$ cat config.mk
export PLATFORM = sky130hd
export DESIGN_NAME = dpcg_top
export DESIGN_NICKNAME = d
export VERILOG_FILES = /design/src/logic/dpcg_top.v
export VERILOG_INCLUDE_DIRS = /design/src /design/src/shared
export SDC_FILE = /design/constraint.sdc
export NUM_CORES = 1
export LEC_CHECK = 0
export BUFFER_PORTS_ARGS = -buffer_cell sky130_fd_sc_hd__buf_2
export CORE_AREA = 4 4 203 205
export CTS_BUF_LIST = sky130_fd_sc_hd__clkbuf_16
export DETAILED_ROUTE_END_ITERATION = 12
export DIE_AREA = 0 0 207 209
export PLACE_DENSITY = 0.67
export SLEW_MARGIN = 10
export SYNTH_ARGS = -nofsm -noshare
export SYNTH_HDL_FRONTEND = slang
export SYNTH_SLANG_ARGS = --single-unit
$ cat constraint.sdc
create_clock -name clk -period 2.6 [get_ports clk]
set_clock_uncertainty 0.1 [all_clocks]
set_input_delay 0.39 -clock clk [delete_from_list [all_inputs] [get_ports clk]]
set_output_delay 0.39 -clock clk [all_outputs]
set_load 0.01 [all_outputs]
$ cat src/shared/dpcg_regs.vh
`ifndef DPCG_REGS_VH
`define DPCG_REGS_VH
// ==========================================================
// field widths and timing
`define DPCG_CW 12
`define DPCG_NSYNC 7
`define DPCG_NASYNC 7
`define DPCG_PWM_W 8
// embedded sync reference words, timing reference header
`define DPCG_EAV_PRE0 8'hff
`define DPCG_EAV_PRE1 8'h00
`define DPCG_EAV_PRE2 8'h00
// status word: bit6 field, bit5 vblank, bit4 end of line
`define DPCG_XY_SAV 8'h80
`define DPCG_XY_EAV 8'h90
`define DPCG_XY_VBIT 8'h20
// async access length in half cycles
`define DPCG_ACC_LEN_RST 8'h08
`endif

$ cat src/logic/dpcg_top.v
`timescale 1ns/1ps
`include "dpcg_regs.vh"
// ==========================================================
// Contract
// - programmable mapping of colour and control lines
// - dedicated pixel clock output
// - seven general synchronous control outputs
// - data enable strobe available
// - extra strobes with independent timing
// - extra data synchronous outputs, programmable
// - embedded sync codes in 8-bit mode
// - embedded mode sends only the 8-bit stream, never async words
// - separate sync and async output groups
// - sync controls periodic, fixed waveform
// - linked counters make clock-aligned start points
// - sync set/clear offsets at half-clock resolution
// - async controls follow per-word flags
// - two chip selects for two displays
// - second select may carry pwm
// - seven general async outputs
// - async generators independent of sync ones
// - new async word gives fresh start point
// - async set/clear offsets, half-clock resolution
// - frame sync spans at least one line sync
// - data fixed to start point, whole cycles
module dpcg_top #(
  parameter CW = `DPCG_CW,
  parameter NS = `DPCG_NSYNC,
  parameter NA = `DPCG_NASYNC
) (
  // clock and reset
  input wire clk,
  input wire reset_n,
  // configuration
  input wire enable,
  input wire embedded_mode,
  input wire [CW-1:0] line_len,
  input wire [CW-1:0] frame_lines,
  input wire [CW-1:0] act_x_start,
  input wire [CW-1:0] act_x_end,
  input wire [CW-1:0] act_y_start,
  input wire [CW-1:0] act_y_end,
  input wire [NS*CW-1:0] sync_set,
  input wire [NS*CW-1:0] sync_clr,
  input wire [NS-1:0] sync_frame_based,
  input wire [NS-1:0] sync_pol,
  input wire [2:0] pixel_clk_div,
  input wire pixel_clk_pol,
  input wire [NA*8-1:0] async_set,
  input wire [NA*8-1:0] async_clr,
  input wire [NA-1:0] async_pol,
  input wire [1:0] select_pol,
  input wire select_b_pwm_mode,
  input wire [7:0] pwm_duty,
  input wire [7:0] async_acc_len,
  input wire [23:0] bit_map_sel,
  // pixel stream
  input wire [23:0] pixel_in,
  output reg pixel_req,
  // async word request
  input wire async_valid,
  input wire [23:0] async_word,
  input wire [NA-1:0] async_flags,
  input wire async_dest,
  output reg async_ready,
  // panel frame sync input
  input wire sync_ctrl_in_1,
  output reg tear_sync_seen,
  // panel pins
  output reg [23:0] pixel_data,
  output reg panel_clock_out,
  output reg [NS-1:0] sync_ctrl_out,
  output reg [NA-1:0] async_ctrl_out,
  output reg display_select_a,
  output reg display_select_b,
  output reg data_enable_strobe
);
  // ========================================================
  // half-cycle phase: each clock has an early and late half
  reg [CW-1:0] hcnt;
  reg [CW-1:0] vcnt;
  reg [2:0] pdiv;
  reg pclk_tick;
  reg in_s1;
  reg in_s2;
  reg in_s3;
  wire line_end = (hcnt == line_len);
  wire frame_end = line_end && (vcnt == frame_lines);
  wire act_x = (hcnt >= act_x_start) && (hcnt < act_x_end);
  wire act_y = (vcnt >= act_y_start) && (vcnt < act_y_end);

  // linked line and frame counters; the line wrap is the start point
  always @(posedge clk or negedge reset_n) begin
    if (!reset_n) begin
      hcnt <= {CW{1'b0}};
      vcnt <= {CW{1'b0}};
    end else if (!enable) begin
      hcnt <= {CW{1'b0}};
      vcnt <= {CW{1'b0}};
    end else if (line_end) begin
      hcnt <= {CW{1'b0}};
      vcnt <= frame_end ? {CW{1'b0}} : vcnt + 1'b1;
    end else begin
      hcnt <= hcnt + 1'b1;
    end
  end

  // pixel clock divider; whole clock periods only
  // the tick is a one-clock enable, so no second clock domain exists
  always @(posedge clk or negedge reset_n) begin
    if (!reset_n) begin
      pdiv <= 3'h0;
      pclk_tick <= 1'b0;
    end else begin
      pclk_tick <= 1'b0;
      if (!enable || pdiv == pixel_clk_div) begin
        pdiv <= 3'h0;
        pclk_tick <= enable;
      end else begin
        pdiv <= pdiv + 1'b1;
      end
    end
  end

  // panel frame sync, synchronised; only the second stage is compared
  // the third stage just remembers the last level for edge finding
  always @(posedge clk or negedge reset_n) begin
    if (!reset_n) begin
      in_s1 <= 1'b0;
      in_s2 <= 1'b0;
      in_s3 <= 1'b0;
      tear_sync_seen <= 1'b0;
    end else begin
      in_s1 <= sync_ctrl_in_1;
      in_s2 <= in_s1;
      in_s3 <= in_s2;
      tear_sync_seen <= in_s2 && !in_s3;
    end
  end

  // ========================================================
  // synchronous generators: set and clear are in half cycles,
  // bit 0 chooses the late half; frame-based ones count lines
  wire [NS-1:0] sync_lvl;
  genvar g;
  generate
    for (g = 0; g < NS; g = g + 1) begin : g_sync
      wire [CW-1:0] s = sync_set[g*CW +: CW];
      wire [CW-1:0] c = sync_clr[g*CW +: CW];
      wire [CW-1:0] pos = sync_frame_based[g] ?
        {vcnt[CW-2:0], 1'b0} : {hcnt[CW-2:0], 1'b0};
      // level during this clock's early and late halves
      wire early = (pos >= s) && (pos < c);
      wire late = ({pos[CW-1:1], 1'b1} >= s) &&
        ({pos[CW-1:1], 1'b1} < c);
      // a late-half edge is seen one half earlier; using the late
      // value puts the edge on that clock, with no second clock domain
      assign sync_lvl[g] = enable && (s[0] ? late : early);
    end
  endgenerate

  // ========================================================
  // embedded sync sequencer for the 8-bit stream
  reg [1:0] ref_idx;
  reg [7:0] emb_byte;
  // header starts four clocks before the window; the sum is one bit
  // wider so an early window start cannot take a false match from a wrapped sum
  wire [CW:0] sav_mark = {1'b0, hcnt} + {{(CW-2){1'b0}}, 3'd4};
  wire near_sav = (sav_mark == {1'b0, act_x_start});
  always @(posedge clk or negedge reset_n) begin
    if (!reset_n) begin
      ref_idx <= 2'h0;
      emb_byte <= 8'h10;
    end else if (!enable) begin
      // a held raster sends plain fill, never a stray header
      ref_idx <= 2'h0;
      emb_byte <= 8'h10;
    end else if (!act_x) begin
      // reference header emitted in the four clocks before and
      // after the active region; blanking carries no ancillary data
      if ((hcnt == act_x_end) || near_sav || ref_idx != 2'h0) begin
        ref_idx <= ref_idx + 1'b1;
        case (ref_idx)
          2'h0: emb_byte <= `DPCG_EAV_PRE0;
          2'h1: emb_byte <= `DPCG_EAV_PRE1;
          2'h2: emb_byte <= `DPCG_EAV_PRE2;
          default: emb_byte <= (near_sav || hcnt < act_x_start ?
            `DPCG_XY_SAV : `DPCG_XY_EAV) |
            (act_y ? 8'h00 : `DPCG_XY_VBIT);
        endcase
      end else begin
        emb_byte <= 8'h10;
      end
    end else begin
      ref_idx <= 2'h0;
      emb_byte <= act_y ? pixel_in[7:0] : 8'h10;
    end
  end

  // ========================================================
  // async generator: own start point per word, independent of
  // the raster counters
  reg busy;
  reg [7:0] acnt;
  reg [23:0] aword;
  reg [NA-1:0] aflags;
  reg adest;
  wire [NA-1:0] async_lvl;
  always @(posedge clk or negedge reset_n) begin
    if (!reset_n) begin
      busy <= 1'b0;
      acnt <= 8'h00;
      aword <= 24'h00_0000;
      aflags <= {NA{1'b0}};
      adest <= 1'b0;
      async_ready <= 1'b0;
    end else begin
      async_ready <= !busy && !async_valid;
      if (!busy && async_valid && async_ready) begin
        busy <= 1'b1;
        acnt <= 8'h00;
        aword <= async_word;
        aflags <= async_flags;
        adest <= async_dest;
      end else if (busy) begin
        // two half cycles per clock; length kept even so the
        // access spans whole clock periods
        if (acnt + 8'h02 >= {async_acc_len[7:1], 1'b0}) begin
          busy <= 1'b0;
        end
        acnt <= acnt + 8'h02;
      end
    end
  end

  // async pin levels from the set and clear offsets of this access
  generate
    for (g = 0; g < NA; g = g + 1) begin : g_async
      wire [7:0] s = async_set[g*8 +: 8];
      wire [7:0] c = async_clr[g*8 +: 8];
      wire [7:0] p = s[0] ? {acnt[7:1], 1'b1} : acnt;
      assign async_lvl[g] = busy && aflags[g] &&
        (p >= s) && (p < c);
    end
  endgenerate

  // pwm for the second select in its alternate function
  // free running; a duty of zero keeps the select low throughout
  reg [7:0] pwm_cnt;
  always @(posedge clk or negedge reset_n) begin
    if (!reset_n) begin
      pwm_cnt <= 8'h00;
    end else begin
      pwm_cnt <= pwm_cnt + 1'b1;
    end
  end

  // ========================================================
  // data lane mapping: a set bit makes a lane take its mirror's bit
  // lanes choose one by one, so any mirrored subset can be chosen
  wire [23:0] pix_mapped;
  generate
    for (g = 0; g < 24; g = g + 1) begin : g_map
      assign pix_mapped[g] = bit_map_sel[g] ?
        pixel_in[23-g] : pixel_in[g];
    end
  endgenerate

  // window strobes; the panel only takes data while the strobe is high
  always @(posedge clk or negedge reset_n) begin
    if (!reset_n) begin
      pixel_req <= 1'b0;
      data_enable_strobe <= 1'b0;
    end else begin
      pixel_req <= enable && act_x && act_y;
      data_enable_strobe <= enable && act_x && act_y;
    end
  end

  // pixel clock toggles on divider ticks and rests at its idle level
  always @(posedge clk or negedge reset_n) begin
    if (!reset_n) begin
      panel_clock_out <= 1'b0;
    end else if (!enable) begin
      panel_clock_out <= pixel_clk_pol;
    end else if (pclk_tick) begin
      panel_clock_out <= ~panel_clock_out;
    end
  end

  // sync group; pin 1 line sync, pin 2 frame sync by mapping.
  // frame sync set and clear in lines spans a line sync
  always @(posedge clk or negedge reset_n) begin
    if (!reset_n) begin
      sync_ctrl_out <= {NS{1'b0}};
    end else begin
      sync_ctrl_out <= sync_lvl ^ sync_pol;
    end
  end

  // async group kept on its own pins, polarity applied last
  always @(posedge clk or negedge reset_n) begin
    if (!reset_n) begin
      async_ctrl_out <= {NA{1'b0}};
    end else begin
      async_ctrl_out <= async_lvl ^ async_pol;
    end
  end

  // chip selects follow the access; the second may carry the pwm
  always @(posedge clk or negedge reset_n) begin
    if (!reset_n) begin
      display_select_a <= 1'b0;
      display_select_b <= 1'b0;
    end else begin
      display_select_a <= (busy && !adest) ^ select_pol[0];
      if (select_b_pwm_mode) begin
        display_select_b <= (pwm_cnt < pwm_duty);
      end else begin
        display_select_b <= (busy && adest) ^ select_pol[1];
      end
    end
  end

  // data lanes: embedded stream, async word or mapped pixel; the
  // data never moves against the start point
  always @(posedge clk or negedge reset_n) begin
    if (!reset_n) begin
      pixel_data <= 24'h00_0000;
    end else if (embedded_mode) begin
      pixel_data <= {16'h0000, emb_byte};
    end else if (busy) begin
      pixel_data <= aword;
    end else if (act_x && act_y) begin
      pixel_data <= pix_mapped;
    end else begin
      pixel_data <= 24'h00_0000;
    end
  end
endmodule // dpcg_top

# Yosys cells after proc, flatten, opt, wreduce, memory -nomap -nowiden
# Index checks and enable logic that the tools add are counted.
# op_classes
n_bitwise	6
add_sub_neg	7
reduce_logical	67
n_eq_ne	10
n_lt_le_gt_ge	49
mux	73
# op_table
cell	n
< comparator 12 bit	17
>= comparator 12 bit	16
two-way mux 12 bit	12
two-way mux 24 bit	3
>= comparator 8 bit	8
< comparator 8 bit	8
logical AND 1 bit	54
two-way mux 8 bit	6
two-way mux 1 bit	45
== test 12 bit	3
adder 12 x 1 -> 12 bit (second input constant)	2
case mux 8 bit (2 select lines)	1
bitwise XOR 7 bit	2
adder 12 x 3 -> 13 bit (second input constant)	1
== test 13 x 12 -> 1 bit	1
adder 8 x 1 -> 8 bit (second input constant)	1
adder 8 x 2 -> 8 bit (second input constant)	1
OR 8 x 6 -> 8 bit	1
two-way mux 2 bit	3
two-way mux 6 bit	1
logical NOT 1 bit	5
two-way mux 5 bit	1
logical OR 1 bit	4
inequality test 2 x 1 -> 1 bit (second input constant)	2
other kinds (12)	14
# totals
output_inout_bits	45
ff_bits	134

# Longest topological paths before layout
# logic_depth
word_depth	9
ltp_mapped	13

# Worst setup path before layout
# No wires, ideal clock.
# synth_path
path_type	input -> register
start	input port act_x_start[5]
end	register emb_byte[4]
arrival_time_ps	2640
cell_stages	11
required_ps	2417
n_path_buf	1
slack_ps	-224
cell_sequence	inv_1 -> ha_1 -> a21o_1 -> nand3_1 -> a21oi_1 -> or4b_1 -> o221a_2 -> nand2b_1 -> buf_6 -> or2_4 -> o32a_1
# synth_via
elab_chain_cells	8
word_cells_on_any_way	13
cone_classes	order compare: 2; eq/ne: 1; mux: 5; bitwise: 1; reduce/logical: 4
# synth_lines
item	line_no	text
start: declaration	dpcg_top.v:39	input wire [CW-1:0] act_x_start,
< comparator 12 bit / == test 13 x 12 -> 1 bit (equally long branches)	dpcg_top.v:187, dpcg_top.v:169	
logical OR 1 bit	dpcg_top.v:187	default: emb_byte <= (near_sav || hcnt < act_x_start ?
two-way mux 5 bit (no line)	--	
OR 8 x 6 -> 8 bit	dpcg_top.v:187	
case mux 8 bit (2 select lines)	dpcg_top.v:183	case (ref_idx)
two-way mux 8 bit	dpcg_top.v:181	if ((hcnt == act_x_end) || near_sav || ref_idx != 2'h0) begin
two-way mux 8 bit (*)	dpcg_top.v:178	end else if (!act_x) begin
two-way mux 8 bit (*)	dpcg_top.v:174	end else if (!enable) begin
end signal: assignment	dpcg_top.v:184	2'h0: emb_byte <= `DPCG_EAV_PRE0;
end signal: assignment	dpcg_top.v:185	2'h1: emb_byte <= `DPCG_EAV_PRE1;
end signal: assignment	dpcg_top.v:186	2'h2: emb_byte <= `DPCG_EAV_PRE2;
end: declaration	dpcg_top.v:165	reg [7:0] emb_byte;
# Mark *: on every way between the ends. The rest lies on a longest branch, timed or not.
# A chain may end at the register's enable or synchronous reset.

# Worst setup path in the final report
# layout_path
start	register hcnt[3]
end	register pixel_data[1]
# layout_via
elab_chain_cells	6
word_cells_on_any_way	7
cone_classes	order compare: 2; mux: 3; reduce/logical: 2
# layout_lines
item	line_no	text
start: declaration	dpcg_top.v:80	reg [CW-1:0] hcnt;
start signal: assignment	dpcg_top.v:95	hcnt <= {CW{1'b0}};
start signal: assignment	dpcg_top.v:98	hcnt <= {CW{1'b0}};
start signal: assignment	dpcg_top.v:101	hcnt <= {CW{1'b0}};
>= comparator 12 bit / < comparator 12 bit (equally long branches)	dpcg_top.v:89	wire act_x = (hcnt >= act_x_start) && (hcnt < act_x_end);
logical AND 1 bit (*)	dpcg_top.v:89	
logical AND 1 bit (*)	dpcg_top.v:334	end else if (act_x && act_y) begin
two-way mux 24 bit (*)	dpcg_top.v:334	
two-way mux 24 bit (*)	dpcg_top.v:332	end else if (busy) begin
two-way mux 24 bit (*)	dpcg_top.v:330	end else if (embedded_mode) begin
end signal: assignment	dpcg_top.v:331	pixel_data <= {16'h0000, emb_byte};
end signal: assignment	dpcg_top.v:333	pixel_data <= aword;
end signal: assignment	dpcg_top.v:335	pixel_data <= pix_mapped;
end: declaration	dpcg_top.v:70	output reg [23:0] pixel_data,
# Marks and branches as above.

==> results summary <==
Summed over all failing endpoints, the final setup total negative slack is -3881 ps. Relative to the synthesized area, the layout overhead comes to 38.27%. The number of stages on the worst hold path came out at 2. The data arrival time at the worst-slack endpoint came out at 3040 ps. The number of cell rows is 73.

The cell count of the worst reg-to-reg path came out at 9. The post-detailed-route wirelength per cell came out at 19.81 µm. The tightest hold path in the finished design has a slack of 23.91 ps. The biggest fanout along the worst timing path is 24. The final hold violation count came out at 0. The count of nets left with antenna violations once routing finished came out at 0. The distinct cell type count after synthesis is 63. CTS built an H-tree with a depth of 4. In this run, synthesis inferred 0 flip-flops with an integrated enable. Summed over all nets, the half-perimeter wirelength after detailed placement is 48530 µm. The number of antenna violations at the first check in global routing came to 18.

The total overflow reported by the global router came out at 0. The startpoint identified for the worst register-to-register timing path is hcnt[3]. The worst-case IR drop observed on VDD is 0.3873 mV. Yosys printed 0 warnings. The worst path required time is 2850 ps. The number of design-rule violations left by the first detailed-router iteration came out at 782. The fraction of final layout cells sized beyond drive strength 1 came out at 38.27%. Max-cap violations in this run came to 0.

The maximum clock frequency is 358.4 MHz. For this block, the via count after detailed routing is 15260. The number of clock sinks seen by CTS is 133. The worst setup path startpoint is hcnt[3].

The largest buffer count on any clock path is 2. In this run the critical register-to-register path is captured at pixel_data[1]. The via count of the first global-routing pass came out at 16130. The capturing element type of the critical path is a flop. The final cycle utilization of the critical path is 107.3%.

The area inside the core boundary is 0.03946 mm². Counting I/O delays and the setup requirement, the final critical path takes 2790 ps. The quantity of I/O buffers inserted on ports is 525. TritonCTS built the clock tree. The worst setup path is launched from a flop. The initial utilization of the core area, before any placement, comes to 38.75%. The number of endpoints failing setup at the final stage is 29. The root buffer selected by CTS is sky130_fd_sc_hd__clkbuf_16. The congestion estimate from routability-driven global placement came to 0.9749. The ratio of total power to cell area is 442.7 mW/mm². The layout net count came out at 3243.

The standby leakage power came out at 12.32 nW. The headroom to the max-slew limit is 50.08%. After detailed routing, the number of vias per cell comes to 5.130.

Counting every net in the synthesized netlist gives 2600. The clock latency on the worst-skew pair came out at 440 ps. The chip height came out at 209 µm. The count of mapped cells out of synthesis came out at 1782. The per-instance average area after synthesis came out at 8.579 µm². Clock tree synthesis inserted a total of 17 buffers.

In the routed design, unresolved DRC markers number 0. For this run, asynchronously set or reset flops after synthesis account for 100.0%. For this run, the leading register cell type out of synthesis is sky130_fd_sc_hd__dfrtp_1. The smallest setup slack after layout is -190.1 ps. Total power for the finished layout comes to 0.009359 W. The first-pass GRT wire length came out at 88440 µm. The cell area after synthesis is 0.01529 mm². The maximum number of pins on one net before global-route repair is 43.

The checks that failed: negative setup slack. The total count of max-transition violations in the final report came out at 0. The number of flip-flops and latches in the synthesized netlist is 133. The overall die area came out at 0.04326 mm².

Cells fill 53.57% of the core in the end. The worst reg-to-reg setup slack is -190 ps. The clock transition at the register clock pins on the worst setup and hold paths after CTS came out at 80 ps. The flow ran to the end, but the final reports show violations. 527 I/O pins were placed. For this block, the routed nets add up to 58910 µm of wire. At the pin with the least slew margin, the transition time is 748.8 ps. The worst setup slack after placement came out at -464.2 ps. The worst hold path belongs to the class input pin to flop. The critical path ends at pixel_data[1].

The floorplan die width came out at 207 µm. The global-route usage over all layers came out at 25.94%. The count of TritonRoute iterations in the first routing pass came out at 5. Summing the sequential cell areas from Yosys gives 21.78% of the chip area. The critical path is of the flop to flop type. Setup repair after global routing could not meet its margin everywhere.
stage by stage:
stage	area [µm²]	std cells
after floorplan	15340	1782
after global placement	19410	2900
after detailed placement	19410	2900
after CTS	20330	2947
after global routing	21130	2972
final	21140	2974
sequential cells by signal (all words and copies together), names as in the netlist, 8 cells and up:
name / count
aword: 24
emb_byte: 8
hcnt: 12
pixel_data: 24
pwm_cnt: 8
vcnt: 12
worst max-delay path, cell delays in order (launching register included):
cell	delay [ps]
sky130_fd_sc_hd__dfrtp_2	470
sky130_fd_sc_hd__ha_1	310
sky130_fd_sc_hd__nand3_1	120
sky130_fd_sc_hd__nor2_1	60
sky130_fd_sc_hd__a211o_1	280
sky130_fd_sc_hd__a221oi_2	280
sky130_fd_sc_hd__o221a_4	250
sky130_fd_sc_hd__or4b_4	470
sky130_fd_sc_hd__buf_12	180
sky130_fd_sc_hd__o21ai_0	170
area by class of cell:
class                           count  area [µm²]
Clock buffer                       17       425.4
Multi-Input combinational cell   1258       11200
Clock inverter                     15       166.4
Timing Repair Buffer              672        4031
Inverter                          343        1292
Tap cell                          525       656.9
Sequential cell                   133        3339
Antenna cell                       11       27.53
Fill cell                        3691       18320
cells in the final DEF, fill, tap and decap left out, types with 73 or more instances in the layout:
master	n
sky130_fd_sc_hd__inv_1	332
sky130_fd_sc_hd__a21oi_1	73
sky130_fd_sc_hd__buf_2	524
sky130_fd_sc_hd__buf_4	108
sky130_fd_sc_hd__mux2_2	103
sky130_fd_sc_hd__a21o_1	76
sky130_fd_sc_hd__ha_1	314
sky130_fd_sc_hd__dfrtp_1	124
sky130_fd_sc_hd__o21ai_0	93
logic make-up (layout without fill, tap and decap cells):
| group | Yosys count | count (layout) | share of synthesized area, % |
|---|---|---|---|
| compound gates | 405 | 405 | 16.61 |
| xor+xnor | 74 | 74 | 4.288 |
| fa+ha+maj | 336 | 336 | 27.50 |
| buf+inv | 391 | 1047 | 9.714 |
| flops | 133 | 133 | 21.78 |
| mux | 132 | 132 | 9.502 |
| other cells | 0 | 11 | 0 |
| simple gates | 311 | 311 | 10.61 |
report_power, final:
group          internal, W  total, W  switching [W]
combinational      0.00197   0.00400        0.00203
clock              0.00144   0.00251        0.00108
sequential         0.00252   0.00284       0.000329
synthesized netlist by cell type (36+ instances only):
cell type / n / share of area, %
sky130_fd_sc_hd__inv_1: 341 / 8.4
sky130_fd_sc_hd__a21o_1: 76 / 3.7
sky130_fd_sc_hd__xnor2_1: 55 / 3.2
sky130_fd_sc_hd__a21oi_1: 99 / 3.2
sky130_fd_sc_hd__dfrtp_1: 132 / 22
sky130_fd_sc_hd__clkbuf_1: 36 / 0.88
sky130_fd_sc_hd__mux2_2: 105 / 7.7
sky130_fd_sc_hd__nand4_1: 40 / 1.6
sky130_fd_sc_hd__nand2b_1: 44 / 1.8
sky130_fd_sc_hd__nor2_1: 63 / 1.5
sky130_fd_sc_hd__ha_1: 336 / 27
sky130_fd_sc_hd__nand2_1: 67 / 1.6
sky130_fd_sc_hd__nor2b_1: 36 / 1.5
sky130_fd_sc_hd__o21ai_0: 122 / 4.0
worst min-delay path by stage:
stage | startpoint | to | slack (ps)
after global routing | sync_pol[5] | sync_ctrl_out[5] | 20
after global placement | in_s1 | in_s2 | 230
after floorplan | reset_n | acnt[1] | -6
after CTS | sync_pol[5] | sync_ctrl_out[5] | 3
final | sync_pol[5] | sync_ctrl_out[5] | 20
after detailed placement | in_s1 | in_s2 | 250
routing by layer:
layer / wire length [µm] / global-route usage [%] / share of wire, %
met4: 1777 / 9.188 / 3.0
met5: 40 / 0 / 0.068
met2: 29150 / 45.65 / 49
met1: 23840 / 31.32 / 40
met3: 4108 / 5.615 / 7.0
repair_timing:
item | 4_1_cts | 5_1_grt
endpoints found under the hold margin | 45 | 0
hold buffers | 8 | 0
gates cloned | 0 | 1
gates resized for setup | 60 | 138
endpoints found under the setup margin | 40 | 41
setup buffers | 7 | 17
pin swaps | 27 | 66
No activity file was read; power rests on OpenSTA's default activity.
